[config.mk]
export PLATFORM = sky130hd
export DESIGN_NAME = sal_supply_alert
export DESIGN_NICKNAME = d
export VERILOG_FILES = /design/src/core/sal_pkg.sv /design/src/core/sal_supply_alert.sv /design/src/core/sal_flag_bank.sv
export SDC_FILE = /design/constraint.sdc
export NUM_CORES = 1
export LEC_CHECK = 0
export BUFFER_PORTS_ARGS = -buffer_cell sky130_fd_sc_hd__buf_2
export CAP_MARGIN = 40
export CORE_MARGIN = 3
export CORE_UTILIZATION = 30
export DETAILED_ROUTE_END_ITERATION = 8
export SLEW_MARGIN = 20
export SYNTH_ARGS = -nofsm -noshare
export SYNTH_HDL_FRONTEND = slang
export SYNTH_SLANG_ARGS = --single-unit
export TNS_END_PERCENT = 50
[constraint.sdc]
create_clock -name clk_sys -period 1.7 [get_ports clk_sys]
set_input_delay 0.34 -clock clk_sys [delete_from_list [all_inputs] [get_ports clk_sys]]
set_output_delay 0.34 -clock clk_sys [all_outputs]
set_load 0.005 [all_outputs]
[src/core/sal_pkg.sv]
package sal_pkg;

	localparam int DATA_W = 16;
	localparam int ADDR_W = 8;

	// Register offsets on the serial register port.
	localparam logic [7:0] SUPPLY_FLAGS_ADDR = 8'h5B;
	localparam logic [7:0] GENERAL_GATE_ADDR = 8'h5F;
	localparam logic [7:0] SUPPLY_GATE_ADDR = 8'h60;

	localparam logic [15:0] REG_RESET = 16'h0000;

	// Supply fault flag positions, shared by the flag and gate registers.
	localparam int CAL_MEM_BIT = 6;
	localparam int OUTPUT_STAGE_BIT = 5;
	localparam int INTERNAL_REGULATOR_BIT = 4;
	localparam int ANALOG_LOW_RAIL_BIT = 3;
	localparam int LOGIC_SUPPLY_BIT = 2;
	localparam int NEGATIVE_SUPPLY_BIT = 1;
	localparam int POSITIVE_SUPPLY_BIT = 0;
	localparam logic [15:0] SUPPLY_USED = 16'h007F;

	// General alert gate positions.
	localparam int ANALOG_OPEN_CIRCUIT_GATE = 14;
	localparam int ANALOG_SHORT_CIRCUIT_GATE = 13;
	localparam int OUTPUT_INTERNAL_TIMEOUT_GATE = 12;
	localparam int OUTPUT_EXTERNAL_TIMEOUT_GATE = 11;
	localparam int OUTPUT_INTERNAL_SHORT_GATE = 10;
	localparam int OUTPUT_EXTERNAL_SHORT_GATE = 9;
	localparam int OUTPUT_THERMAL_RESET_GATE = 8;
	localparam int INPUT_OPEN_CIRCUIT_GATE = 7;
	localparam int INPUT_SHORT_CIRCUIT_GATE = 6;
	localparam int CONVERTER_ERROR_GATE = 5;
	localparam int TEMPERATURE_GATE = 4;
	localparam int POWER_CONTROL_ERROR_GATE = 3;
	localparam int SERIAL_ERROR_GATE = 2;
	localparam logic [15:0] GENERAL_USED = 16'h7FFC;

	typedef struct packed {
		logic wr;
		logic rd;
		logic [ADDR_W-1:0] addr;
		logic [DATA_W-1:0] wdata;
	} sal_reg_req_t;

	typedef struct packed {
		logic output_stage_low;
		logic internal_regulator_low;
		logic analog_low_rail_low;
		logic logic_supply_low;
		logic negative_supply_high;
		logic positive_supply_low;
	} sal_supply_mon_t;

endpackage

[src/core/sal_supply_alert.sv]
// Function
// - Supply flags stay latched; writing one clears a bit, writing zero leaves it.
// - Calibration upload checksum or uncorrectable error sets the calibration fault, bit 6.
// - A register access before the refresh finishes also sets the calibration fault.
// - Output-stage supply below 9.3 V latches the bit 5 flag.
// - Internal regulator below 1.4 V latches its fault flag.
// - Analog low-voltage rail below 4.1 V latches its fault flag.
// - Logic supply below 1.9 V latches its fault flag.
// - Negative supply rising above -1.6V latches its fault flag.
// - Positive analog supply below 5.5 V latches its fault flag.
// - A general gate bit at one keeps its alert condition off the pin.
// - A supply gate bit at one keeps its fault flag off the pin.
// - Gating only affects the pin; status bits still latch.
// - General gate bits sit at positions 14 down to 2 as listed.
// - Each supply gate bit sits at the position of the flag it gates.
// - An unlatched summary shows whether any supply flag is set.
`timescale 1ns/10ps
module sal_supply_alert (
	// Clock and reset
	input wire logic clk_sys,
	input wire logic rst,
	// Register port from the serial decoder
	input wire sal_pkg::sal_reg_req_t reg_req,
	output logic [15:0] reg_rdata_q,
	output logic reg_rvalid_q,
	// Supply monitors and calibration loader
	input wire sal_pkg::sal_supply_mon_t supply_mon,
	input wire logic cal_load_error,
	input wire logic cal_refresh_done,
	// Latched general alert conditions
	input wire logic [15:0] general_status,
	// Open-drain alert pin and live summary
	output logic alert_n_o,
	output logic alert_oe,
	output logic supply_summary
);

	logic [15:0] flags_q;
	logic [15:0] flag_set;
	logic [15:0] flag_clr;
	logic [15:0] general_gate_q;
	logic [15:0] general_gate_d;
	logic [15:0] supply_gate_q;
	logic [15:0] supply_gate_d;
	logic [15:0] reg_rdata_d;
	logic reg_rvalid_d;
	logic alert_q;
	logic alert_d;
	logic access;
	logic early_access;

	assign access = reg_req.wr | reg_req.rd;
	assign early_access = access & ~cal_refresh_done;

	// Hardware events build the set vector; the monitor levels are latched every cycle they hold.
	always_comb begin
		flag_set = 16'h0000;
		flag_set[sal_pkg::CAL_MEM_BIT] = cal_load_error | early_access;
		flag_set[sal_pkg::OUTPUT_STAGE_BIT] = supply_mon.output_stage_low;
		flag_set[sal_pkg::INTERNAL_REGULATOR_BIT] = supply_mon.internal_regulator_low;
		flag_set[sal_pkg::ANALOG_LOW_RAIL_BIT] = supply_mon.analog_low_rail_low;
		flag_set[sal_pkg::LOGIC_SUPPLY_BIT] = supply_mon.logic_supply_low;
		flag_set[sal_pkg::NEGATIVE_SUPPLY_BIT] = supply_mon.negative_supply_high;
		flag_set[sal_pkg::POSITIVE_SUPPLY_BIT] = supply_mon.positive_supply_low;
		flag_clr = 16'h0000;
		if (reg_req.wr && cal_refresh_done && reg_req.addr == sal_pkg::SUPPLY_FLAGS_ADDR) begin
			flag_clr = reg_req.wdata & sal_pkg::SUPPLY_USED;
		end
	end

	sal_flag_bank #(
		.WIDTH(16)
	) u_flags (
		.clk_sys(clk_sys),
		.rst(rst),
		.set_i(flag_set),
		.clr_i(flag_clr),
		.flags_q(flags_q)
	);

	// Accesses made before the refresh completes change no register, and reads are answered with zero; both are flagged.
	always_comb begin
		general_gate_d = general_gate_q;
		supply_gate_d = supply_gate_q;
		reg_rdata_d = reg_rdata_q;
		reg_rvalid_d = 1'b0;
		if (reg_req.wr && cal_refresh_done) begin
			if (reg_req.addr == sal_pkg::GENERAL_GATE_ADDR) begin
				general_gate_d = reg_req.wdata & sal_pkg::GENERAL_USED;
			end
			if (reg_req.addr == sal_pkg::SUPPLY_GATE_ADDR) begin
				supply_gate_d = reg_req.wdata & sal_pkg::SUPPLY_USED;
			end
		end
		if (reg_req.rd) begin
			reg_rvalid_d = 1'b1;
			reg_rdata_d = 16'h0000;
			if (cal_refresh_done) begin
				case (reg_req.addr)
					sal_pkg::SUPPLY_FLAGS_ADDR: begin
						reg_rdata_d = flags_q;
					end
					sal_pkg::GENERAL_GATE_ADDR: begin
						reg_rdata_d = general_gate_q;
					end
					sal_pkg::SUPPLY_GATE_ADDR: begin
						reg_rdata_d = supply_gate_q;
					end
					default: begin
						reg_rdata_d = 16'h0000;
					end
				endcase
			end
		end
	end

	always_ff @(posedge clk_sys) begin
		if (rst) begin
			general_gate_q <= sal_pkg::REG_RESET;
			supply_gate_q <= sal_pkg::REG_RESET;
			reg_rdata_q <= sal_pkg::REG_RESET;
			reg_rvalid_q <= 1'b0;
		end else begin
			general_gate_q <= general_gate_d;
			supply_gate_q <= supply_gate_d;
			reg_rdata_q <= reg_rdata_d;
			reg_rvalid_q <= reg_rvalid_d;
		end
	end

	// The gates act only here, after the flags, so masked events still latch.
	always_comb begin
		alert_d = (|(flags_q & ~supply_gate_q))
			| (|(general_status & sal_pkg::GENERAL_USED & ~general_gate_q));
	end

	always_ff @(posedge clk_sys) begin
		if (rst) begin
			alert_q <= 1'b0;
		end else begin
			alert_q <= alert_d;
		end
	end

	// Open-drain pin: drive low only while asserting.
	assign alert_n_o = 1'b0;
	assign alert_oe = alert_q;
	// Left unregistered so a live summary never lags the latched flags by a cycle.
	assign supply_summary = |flags_q;
endmodule

[src/core/sal_flag_bank.sv]
`timescale 1ns/10ps
module sal_flag_bank #(
	parameter int WIDTH = 16
) (
	// Clock and reset
	input wire logic clk_sys,
	input wire logic rst,
	// Set and clear strobes
	input wire logic [WIDTH-1:0] set_i,
	input wire logic [WIDTH-1:0] clr_i,
	// Latched flags
	output logic [WIDTH-1:0] flags_q
);

	logic [WIDTH-1:0] flags_d;

	generate
		if (WIDTH < 1) begin : g_bad_width
			$error("Flag bank needs at least one bit.");
		end
	endgenerate

	// A set in the same cycle as its clear wins, so no event is lost.
	always_comb begin
		flags_d = (flags_q & ~clr_i) | set_i;
	end

	always_ff @(posedge clk_sys) begin
		if (rst) begin
			flags_q <= '0;
		end else begin
			flags_q <= flags_d;
		end
	end

endmodule

==> results.cfg, run 1 <==
[outcome]
status = finished, final reports clean

[final_layout]
fillers = 679
drive_gt1_share_pct = 32.3
area_delta_synth_final_pct = 25.5
finalNonFillerCells = 371
diodes = 0
fin_nets = 345

[clock_tree]
cts_made_buffers = 5
clockRootBuffer = clkbuf_8
cts_max_level = 2
cts_hold_buf = 0
clkSlewWorstSetupHoldPaths_ns = 0.08
clkLatencyLatePin_ns = 0.29
clockBufferDepth = 2
post_cts_buffers = 0
clock_sinks = 44
tritoncts = built
ctsResizeCount = 0

[synth]
ys_ff_latch = 44
ys_seq_area_share_pct = 43.9
synth.avg_cell_area_um2 = 8.93
syn_inst = 225
synth_flop_cell = dfxtp_1
yosysMostFrequentCell = dfxtp_1
synth_top_area_cell = dfxtp_1
yosysUniqueCellTypes = 37
ys_top_cells_by_count = dfxtp_1, nor2_1, inv_1, mux2i_1
synthTopCellsByArea = dfxtp_1, mux2i_1, nor2_1
ys_warn_count = 0
syn_area_mm2 = 0.00201
yosys.area.top_type_share_pct = 43.9
synth_async_sr_flop_share_pct = 0
synth-edff-count = 0

[timing]
final_max_slew_viol_count = 0
finClkSkew_ns = 0.00718
finalCritPeriodShare_pct = 91.6
period_needed_ns = 1.56
fin_setup_tns_ns = 0
setup_viol = 0
fmax_ghz = 0.642
rsz0062_at_grt = false
holdWs_ns = 0.262
hold_violations = 0

[placed_design]
io_buffer_count = 65
post-dp-hpwl_um = 3920
gp_congestion = 0.816
place_inst = 363

[drt]
drtPass1Iterations = 4
drt_iter0_drc = 89
vias_per_cell = 4.79
drc_errors = 0
wl_per_cell_um = 13.9
drt-total-wl_um = 5170
ant_nets = 0
num_vias = 1778

[worst_setup_path]
crit_type = reg2out
crit_path_start_kind = flip-flop
rrSetupSlack_ns = 0.56
r2r-start = supply_gate_q[0]
required_ns = 1.36
end_kind = primary output
cp.arrival_ns = 1.22
worst_r2r_path_depth = 4
cp_max_fo = 4
r2r_end = alert_oe

[global_route]
grt_max_degree = 23
grt_pass1_wl_um = 8310
grt_remaining_overflow = 0
track_usage_pct = 13.9
grt_pass1_vias = 1663
antenna_found_initial = 0

[die]
initial_core_util_pct = 31.3
rows = 29
die-area_mm2 = 0.00771
die_w_um = 87.8
io_pins = 72
core_area_mm2 = 0.00642
die_y_um = 87.8

[worst_hold_path]
hp-class = in2reg
whs_endpoint = u_flags.flags_q[1]
min_from = reg_req[1]
holdPathStages = 2

[power_and_ir_drop]
ir_drop_v = 0.000424
total_power_mw = 1.91
cellPowerDensity_mw_per_mm2 = 757
cellLeakagePower_nw = 1.24

[flow_run]
maxCapViolCount = 0
==> registers in the layout, indices dropped and copies added, names as in the netlist <==
| signal | count |
|---|---|
| reg_rdata_q | 15 |
| u_flags.flags_q | 7 |
| reg_rvalid_q | 1 |
| alert_oe | 1 |
| supply_gate_q | 7 |
| general_gate_q | 13 |
==> layout make-up <==
cell class              count  area [um2]  share of cell area (%)
clock buffers               8        90.1                    3.57
flip-flops and latches     44         881                    35.0
well taps                  77        96.3                    3.82
inverters                  20        75.1                    2.98
repair buffers             73         398                    15.8
multi-input cells         149         980                    38.9
==> kinds of logic after synthesis <==
group	synth area share (%)
buffers and inverters	7.54
AO/OA/AOI/OAI	15.0
other	0.187
flip-flops	43.9
multiplexers	11.1
AND/OR/NAND/NOR	22.3
==> power breakdown <==
part	internal (mW)	switching, mW	total [mW]
clock network	0.332	0.338	0.670
registers	1.04	0.0111	1.06
logic	0.0859	0.0970	0.183
total	1.46	0.446	1.91
==> how the worst max path moves through the flow <==
stage	startpoint	to	depth (start not counted)
after floorplan	reg_req[23]	u_flags.flags_q[0]	6
after global placement	reg_req[20]	reg_rdata_q[6]	5
after detailed placement	reg_req[20]	reg_rdata_q[6]	5
after CTS	u_flags.flags_q[3]	supply_summary	3
after global routing	u_flags.flags_q[3]	supply_summary	3
final	u_flags.flags_q[3]	supply_summary	3
==> cells in the final DEF (no fill, tap or decap) <==
cell	synthesis	layout
buf_2	4	65
dfxtp_1	44	44
nor2_1	39	39
inv_1	20	20
mux2i_1	20	20
nor2b_1	9	9
nand2b_1	9	9
nand2_1	9	9
a21oi_1	8	8
o21ai_0	7	7
a311oi_2	7	7
buf_4	2	7
clkbuf_8	0	6
a22oi_1	5	5
nand3_1	4	4
o22ai_1	4	4
nor4_1	3	3
a31oi_1	3	3
and2_1	2	2
mux2_2	2	2
a221oi_1	2	2
o2111ai_1	2	2
conb_1	1	2
clkbuf_1	4	2
nand4_1	1	1
and3_1	1	1
and4bb_4	1	1
and4_2	1	1
and4bb_2	1	1
and2_4	1	1
o21ai_1	1	1
and2_2	1	1
nand3_2	1	1
nand4_2	1	1
and3b_1	1	1
nor3_1	1	1
buf_12	0	1
==> routing by layer <==
layer / share of wire [%] / vias up / track usage (%) / routed length, um
li1: - / 901 / - / -
met1: 47 / 812 / 19.8 / 2430
met2: 45 / 60 / 20.7 / 2300
met3: 7.7 / 5 / 4.23 / 398
met4: 0.68 / 0 / 2.93 / 35
met5: 0 / - / 0 / 0
==> stage by stage <==
| step | area, um2 | setup slack [ns] | utilization, % |
|---|---|---|---|
| finish | 2520 | 0.143 | 39.2 |
| floorplan | 2010 | 0.274 | - |
| global route | 2520 | 0.0931 | 39.2 |
| global placement | 2430 | 0.0715 | 37.8 |
| CTS | 2520 | 0.130 | 39.2 |
| detailed placement | 2430 | 0.0880 | 37.8 |
==> worst max-delay path, stage by stage, from the launching register on <==
cell and delay, ns:
dfxtp_1 0.35, nor4_1 0.27, nand4_1 0.15, buf_2 0.15
(Power assumes the default switching activity.)
==> run 2, diff against run 1 <==
--- a/config.mk
+++ b/config.mk
@@ -7,9 +7,12 @@
 export LEC_CHECK = 0
 export BUFFER_PORTS_ARGS = -buffer_cell sky130_fd_sc_hd__buf_2
 export CAP_MARGIN = 40
+export CELL_PAD_IN_SITES_DETAIL_PLACEMENT = 1
+export CELL_PAD_IN_SITES_GLOBAL_PLACEMENT = 2
 export CORE_MARGIN = 3
-export CORE_UTILIZATION = 30
+export CORE_UTILIZATION = 28
 export DETAILED_ROUTE_END_ITERATION = 8
+export PLACE_DENSITY_LB_ADDON = 0.1
 export SLEW_MARGIN = 20
 export SYNTH_ARGS = -nofsm -noshare
 export SYNTH_HDL_FRONTEND = slang
==> run 2 against run 1 <==
- critical path depth unchanged
- global-route usage increased by 0.54 points
- sequential power barely moved
- hold slack improved by 0.0071 ns
- clock skew is 0.0025 ns lower
- largest cell class unchanged
- largest power group unchanged
==> results.cfg, run 2 (synthesis results as in run 1) <==
[outcome]
status = finished, final reports clean

[power_and_ir_drop]
ir_drop_v = 0.000300
total_power_mw = 1.92
cellLeakagePower_nw = 1.26
cellPowerDensity_mw_per_mm2 = 750

[worst_setup_path]
required_ns = 1.36
cp_num_buf_inv = 1
r2r-start = general_gate_q[6]
critPathLaunch = u_flags.flags_q[3]
max_stage_delay_ns = 0.35
crit_type = reg2out
cp.arrival_ns = 1.20
rrSetupSlack_ns = 0.45
cp_max_fo = 4
crit_path_start_kind = flip-flop
path_delay_family = simple AND/OR/NAND/NOR gates
cp_slowest_cell = dfxtp_1
end_kind = primary output
cp_cell_sequence = nor4_1 -> nand4_1 -> buf_2

[timing]
hold_violations = 0
finClkSkew_ns = 0.00468
setup_viol = 0
fin_setup_tns_ns = 0
period_needed_ns = 1.54
fmax_ghz = 0.651
final_max_slew_viol_count = 0
finalCritPeriodShare_pct = 90.4
rsz0062_at_grt = false

[flow_run]
maxCapViolCount = 0

[final_layout]
area_delta_synth_final_pct = 27.5
fin_nets = 347
top_regs = reg_rdata_q: 15 flops, general_gate_q: 13 flops
drive_gt1_share_pct = 33.4
final_common_cell = buf_2
finish.instance_area_mm2 = 0.00256
finalNonFillerCells = 392
final_core_util_pct = 37.3
diodes = 0
final_cell_mix = buf_2, dfxtp_1, nor2_1, inv_1, mux2i_1
fillers = 855
registers.top_by_ff_count = reg_rdata_q
largest_reg_flops = 15

[die]
core_area_mm2 = 0.00687
die_y_um = 90.7
rows = 30
io_pins = 72
die-area_mm2 = 0.00822
die_w_um = 90.7
initial_core_util_pct = 29.2

[global_route]
track_usage_pct = 14.4
antenna_found_initial = 0
grt_pass1_wl_um = 9490
grt_max_degree = 22
grt_pass1_vias = 1866
grt_remaining_overflow = 0

[placed_design]
dpl_cell_area_mm2 = 0.00247
post-dp-hpwl_um = 4480
io_buffer_count = 65
place_inst = 384
gp_congestion = 0.715

[worst_hold_path]
hp-class = in2reg
min_from = reg_req[1]

[drt]
vias_per_cell = 4.56
drc_errors = 0
drt_iter0_drc = 46
ant_nets = 0
drtPass1Iterations = 4
drt-total-wl_um = 5790
wl_per_cell_um = 14.8
num_vias = 1789

[clock_tree]
post_cts_buffers = 0
clkLatencyLatePin_ns = 0.29
tritoncts = built
clockBufferDepth = 2
clock_sinks = 44
ctsResizeCount = 0
clkSlewWorstSetupHoldPaths_ns = 0.08
cts_hold_buf = 0
cts_max_level = 2
cts_made_buffers = 5
clockRootBuffer = clkbuf_8
run 2: cell count changes in the layout (fill, tap and decap cells not counted), sizes merged:
cell / previous run / this run
clkinv: 0 / 2
clkbuf: 8 / 6
buf: 73 / 75
run 2: path summary, 6_finish.rpt:
| path | end | cells past startpoint |
|---|---|---|
| worst max-delay path | supply_summary | 3 |
| worst min-delay path | u_flags.flags_q[1] | 2 |
| worst max register to register | alert_oe | 4 |
| worst min register to register | reg_rdata_q[3] | 2 |
run 2: per-stage QoR:
| stage | hold slack, ns | worst slack, ns |
|---|---|---|
| after global placement | 0.437 | 0.0862 |
| after CTS | 0.263 | 0.131 |
| after global routing | 0.267 | 0.0594 |
| after floorplan | 0.446 | 0.274 |
| after detailed placement | 0.445 | 0.0425 |
| final | 0.270 | 0.164 |
run 2: per-layer routing:
| layer | track usage (%) | wire (um) | vias up |
|---|---|---|---|
| li1 | - | - | 906 |
| met1 | 19.6 | 2800 | 840 |
| met2 | 23.3 | 2720 | 38 |
| met3 | 3.00 | 222 | 5 |
| met4 | 3.44 | 44 | 0 |
| met5 | 0 | 0 | - |
run 2: report_power, final:
group          total, mW  internal (mW)  switching (mW)
Sequential          1.06           1.04          0.0116
Combinational      0.183         0.0844          0.0982
Clock              0.683          0.325           0.358
run 2: area by class of cell:
class                      instances  area (um2)  share of cell area, %
clock inverter                     2        10.0                  0.391
multi-input combinational        149         980                   38.3
clock buffer                       6        82.6                   3.22
sequential                        44         881                   34.4
timing repair buffer              75         413                   16.1
tap                               96         120                   4.69
inverter                          20        75.1                   2.93
==> run 3, diff against run 2 <==
--- a/config.mk
+++ b/config.mk
@@ -5,14 +5,17 @@
 export SDC_FILE = /design/constraint.sdc
 export NUM_CORES = 1
 export LEC_CHECK = 0
+export ABC_AREA = 1
+export ABC_CLOCK_PERIOD_IN_PS = 1700
 export BUFFER_PORTS_ARGS = -buffer_cell sky130_fd_sc_hd__buf_2
 export CAP_MARGIN = 40
 export CELL_PAD_IN_SITES_DETAIL_PLACEMENT = 1
 export CELL_PAD_IN_SITES_GLOBAL_PLACEMENT = 2
 export CORE_MARGIN = 3
-export CORE_UTILIZATION = 28
+export CORE_UTILIZATION = 27
 export DETAILED_ROUTE_END_ITERATION = 8
 export PLACE_DENSITY_LB_ADDON = 0.1
+export SKIP_CTS_REPAIR_TIMING = 1
 export SLEW_MARGIN = 20
 export SYNTH_ARGS = -nofsm -noshare
 export SYNTH_HDL_FRONTEND = slang
==> run 3 against run 2 <==
- sequential power about the same
- die area grew 12%
- register-to-register slack gained 0.06 ns
- clock power grew 64%
- area after synthesis is 9.1% higher
- clock skew up 0.0050 ns
- cell count up 17%
- combinational power is 21% higher
- largest cell class unchanged
- largest power group is now the clock network
==> results.cfg, run 3 <==
[worst_setup_path]
cp_cell_sequence = nor4_1 -> nand4_1 -> buf_2
cp_slowest_cell = dfxtp_1
cp.arrival_ns = 1.24
required_ns = 1.36
cp_num_buf_inv = 1
cp_max_fo = 4
max_stage_delay_ns = 0.35
crit_type = reg2out
path_delay_family = simple AND/OR/NAND/NOR gates
end_kind = primary output
crit_path_start_kind = flip-flop

[clock_tree]
cts_made_buffers = 5
clock_sinks = 44
clockBufferDepth = 2
tritoncts = built
clockRootBuffer = clkbuf_8
clkSlewWorstSetupHoldPaths_ns = 0.09
cts_max_level = 2
clkLatencyLatePin_ns = 0.30

[die]
die_y_um = 96.1
initial_core_util_pct = 28.1
die_w_um = 96.1
core_area_mm2 = 0.00781
rows = 32
die-area_mm2 = 0.00923
io_pins = 72

[timing]
fin_setup_tns_ns = 0
rsz0062_at_grt = false
layout_setup_ws_ns = 0.118
worst_pin_slew_ns = 0.544
period_needed_ns = 1.58
finClkSkew_ns = 0.00968
final_max_slew_viol_count = 0
fmax_ghz = 0.632
max-slew-margin-rel_pct = 63.7
finalCritPeriodShare_pct = 93.1
setup_viol = 0
hold_violations = 0

[global_route]
antenna_found_initial = 0
track_usage_pct = 14.7
grt_remaining_overflow = 0
grt_max_degree = 27
grt_pass1_wl_um = 10400
grt_pass1_vias = 2048

[worst_hold_path]
hp-class = in2reg

[drt]
drtPass1Iterations = 4
drt-total-wl_um = 6480
num_vias = 2113
wl_per_cell_um = 14.1
drc_errors = 0
ant_nets = 0
drt_iter0_drc = 73
vias_per_cell = 4.59

[synth]
synthTopCellsByArea = dfxtp_1, nand3_1, nand2_1
yosysUniqueCellTypes = 29
synth_async_sr_flop_share_pct = 0
ys_ff_latch = 44
synth.avg_cell_area_um2 = 7.55
ys_top_cells_by_count = nand2_1, dfxtp_1, inv_1, nand3_1, a21oi_1
syn_inst = 290
yosysMostFrequentCell = nand2_1
synth-edff-count = 0
syn_area_mm2 = 0.00219
synth_flop_cell = dfxtp_1
synth_top_area_cell = dfxtp_1
ys_seq_area_share_pct = 40.2
yosys.area.top_type_share_pct = 40.2
ys_warn_count = 0

[placed_design]
gp_congestion = 0.770
dpl_cell_area_mm2 = 0.00263
dp_slack_ns = 0.164
post-dp-hpwl_um = 5000
io_buffer_count = 65

[final_layout]
area_delta_synth_final_pct = 27.3
fillers = 1007
registers.top_by_ff_count = reg_rdata_q
drive_gt1_share_pct = 31.6
finish.instance_area_mm2 = 0.00279
final_core_util_pct = 35.7
top_regs = reg_rdata_q: 15 flops, general_gate_q: 13 flops
final_common_cell = buf_2
diodes = 0
final_cell_mix = buf_2, nand2_1, dfxtp_1, inv_1, nand3_1
fin_nets = 409
largest_reg_flops = 15

[power_and_ir_drop]
ir_drop_v = 0.000303
cellLeakagePower_nw = 1.24
cellPowerDensity_mw_per_mm2 = 860
total_power_mw = 2.40

[flow_run]
maxCapViolCount = 0

[outcome]
status = finished, final reports clean
## run 3: stage by stage
stage          hold slack, ns  instances
5_1_grt                 0.273        460
3_3_place_gp            0.449        452
2_1_floorplan           0.449        291
4_1_cts                 0.258        460
6_report                0.265        460
3_5_place_dp            0.454        452
## run 3: cell type report
class                   count  area (um2)  area share [%]
multi-input cells         186        1030            37.0
inverters                  45         176            6.33
repair buffers             75         413            14.8
clock inverters             3        90.1            3.23
clock buffers               5        68.8            2.47
well taps                 102         128            4.58
flip-flops and latches     44         881            31.6
## run 3: final timing paths
path                           start            endpoint  slack [ns]  depth (start not counted)
setup reg to reg  general_gate_q[14]            alert_oe        0.51                          7
hold reg to reg      reg_rdata_q[10]     reg_rdata_q[10]        0.46                          2
hold / removal         supply_mon[1]  u_flags.flags_q[1]        0.26                          3
setup / recovery  u_flags.flags_q[6]      supply_summary        0.12                          3
## run 3: kinds of logic after synthesis
group	after synthesis	synth area share, %
buffers and inverters	61	12.8
AO/OA/AOI/OAI	66	20.4
flip-flops	44	40.2
AND/OR/NAND/NOR	118	26.4
other	1	0.171
## run 3: tightest hold or removal path: cells and delay by family
family          cells  cell delay, ns
compound gates      1            0.05
buf+inv             2            0.13
## run 3: report_power, final
| part | switching, mW | leakage, nW | internal [mW] |
|---|---|---|---|
| combinational | 0.127 | 0.799 | 0.0947 |
| sequential | 0.0132 | 0.357 | 1.04 |
| clock | 0.384 | 0.0784 | 0.735 |
## run 3: metal layers
layer / vias to the layer above / global-route usage, % / wire length [um]
met4: 0 / 3.79 / 46
met5: - / 0 / 0
met3: 5 / 2.66 / 275
met2: 39 / 22.7 / 2900
met1: 992 / 21.0 / 3260
li1: 1077 / - / -
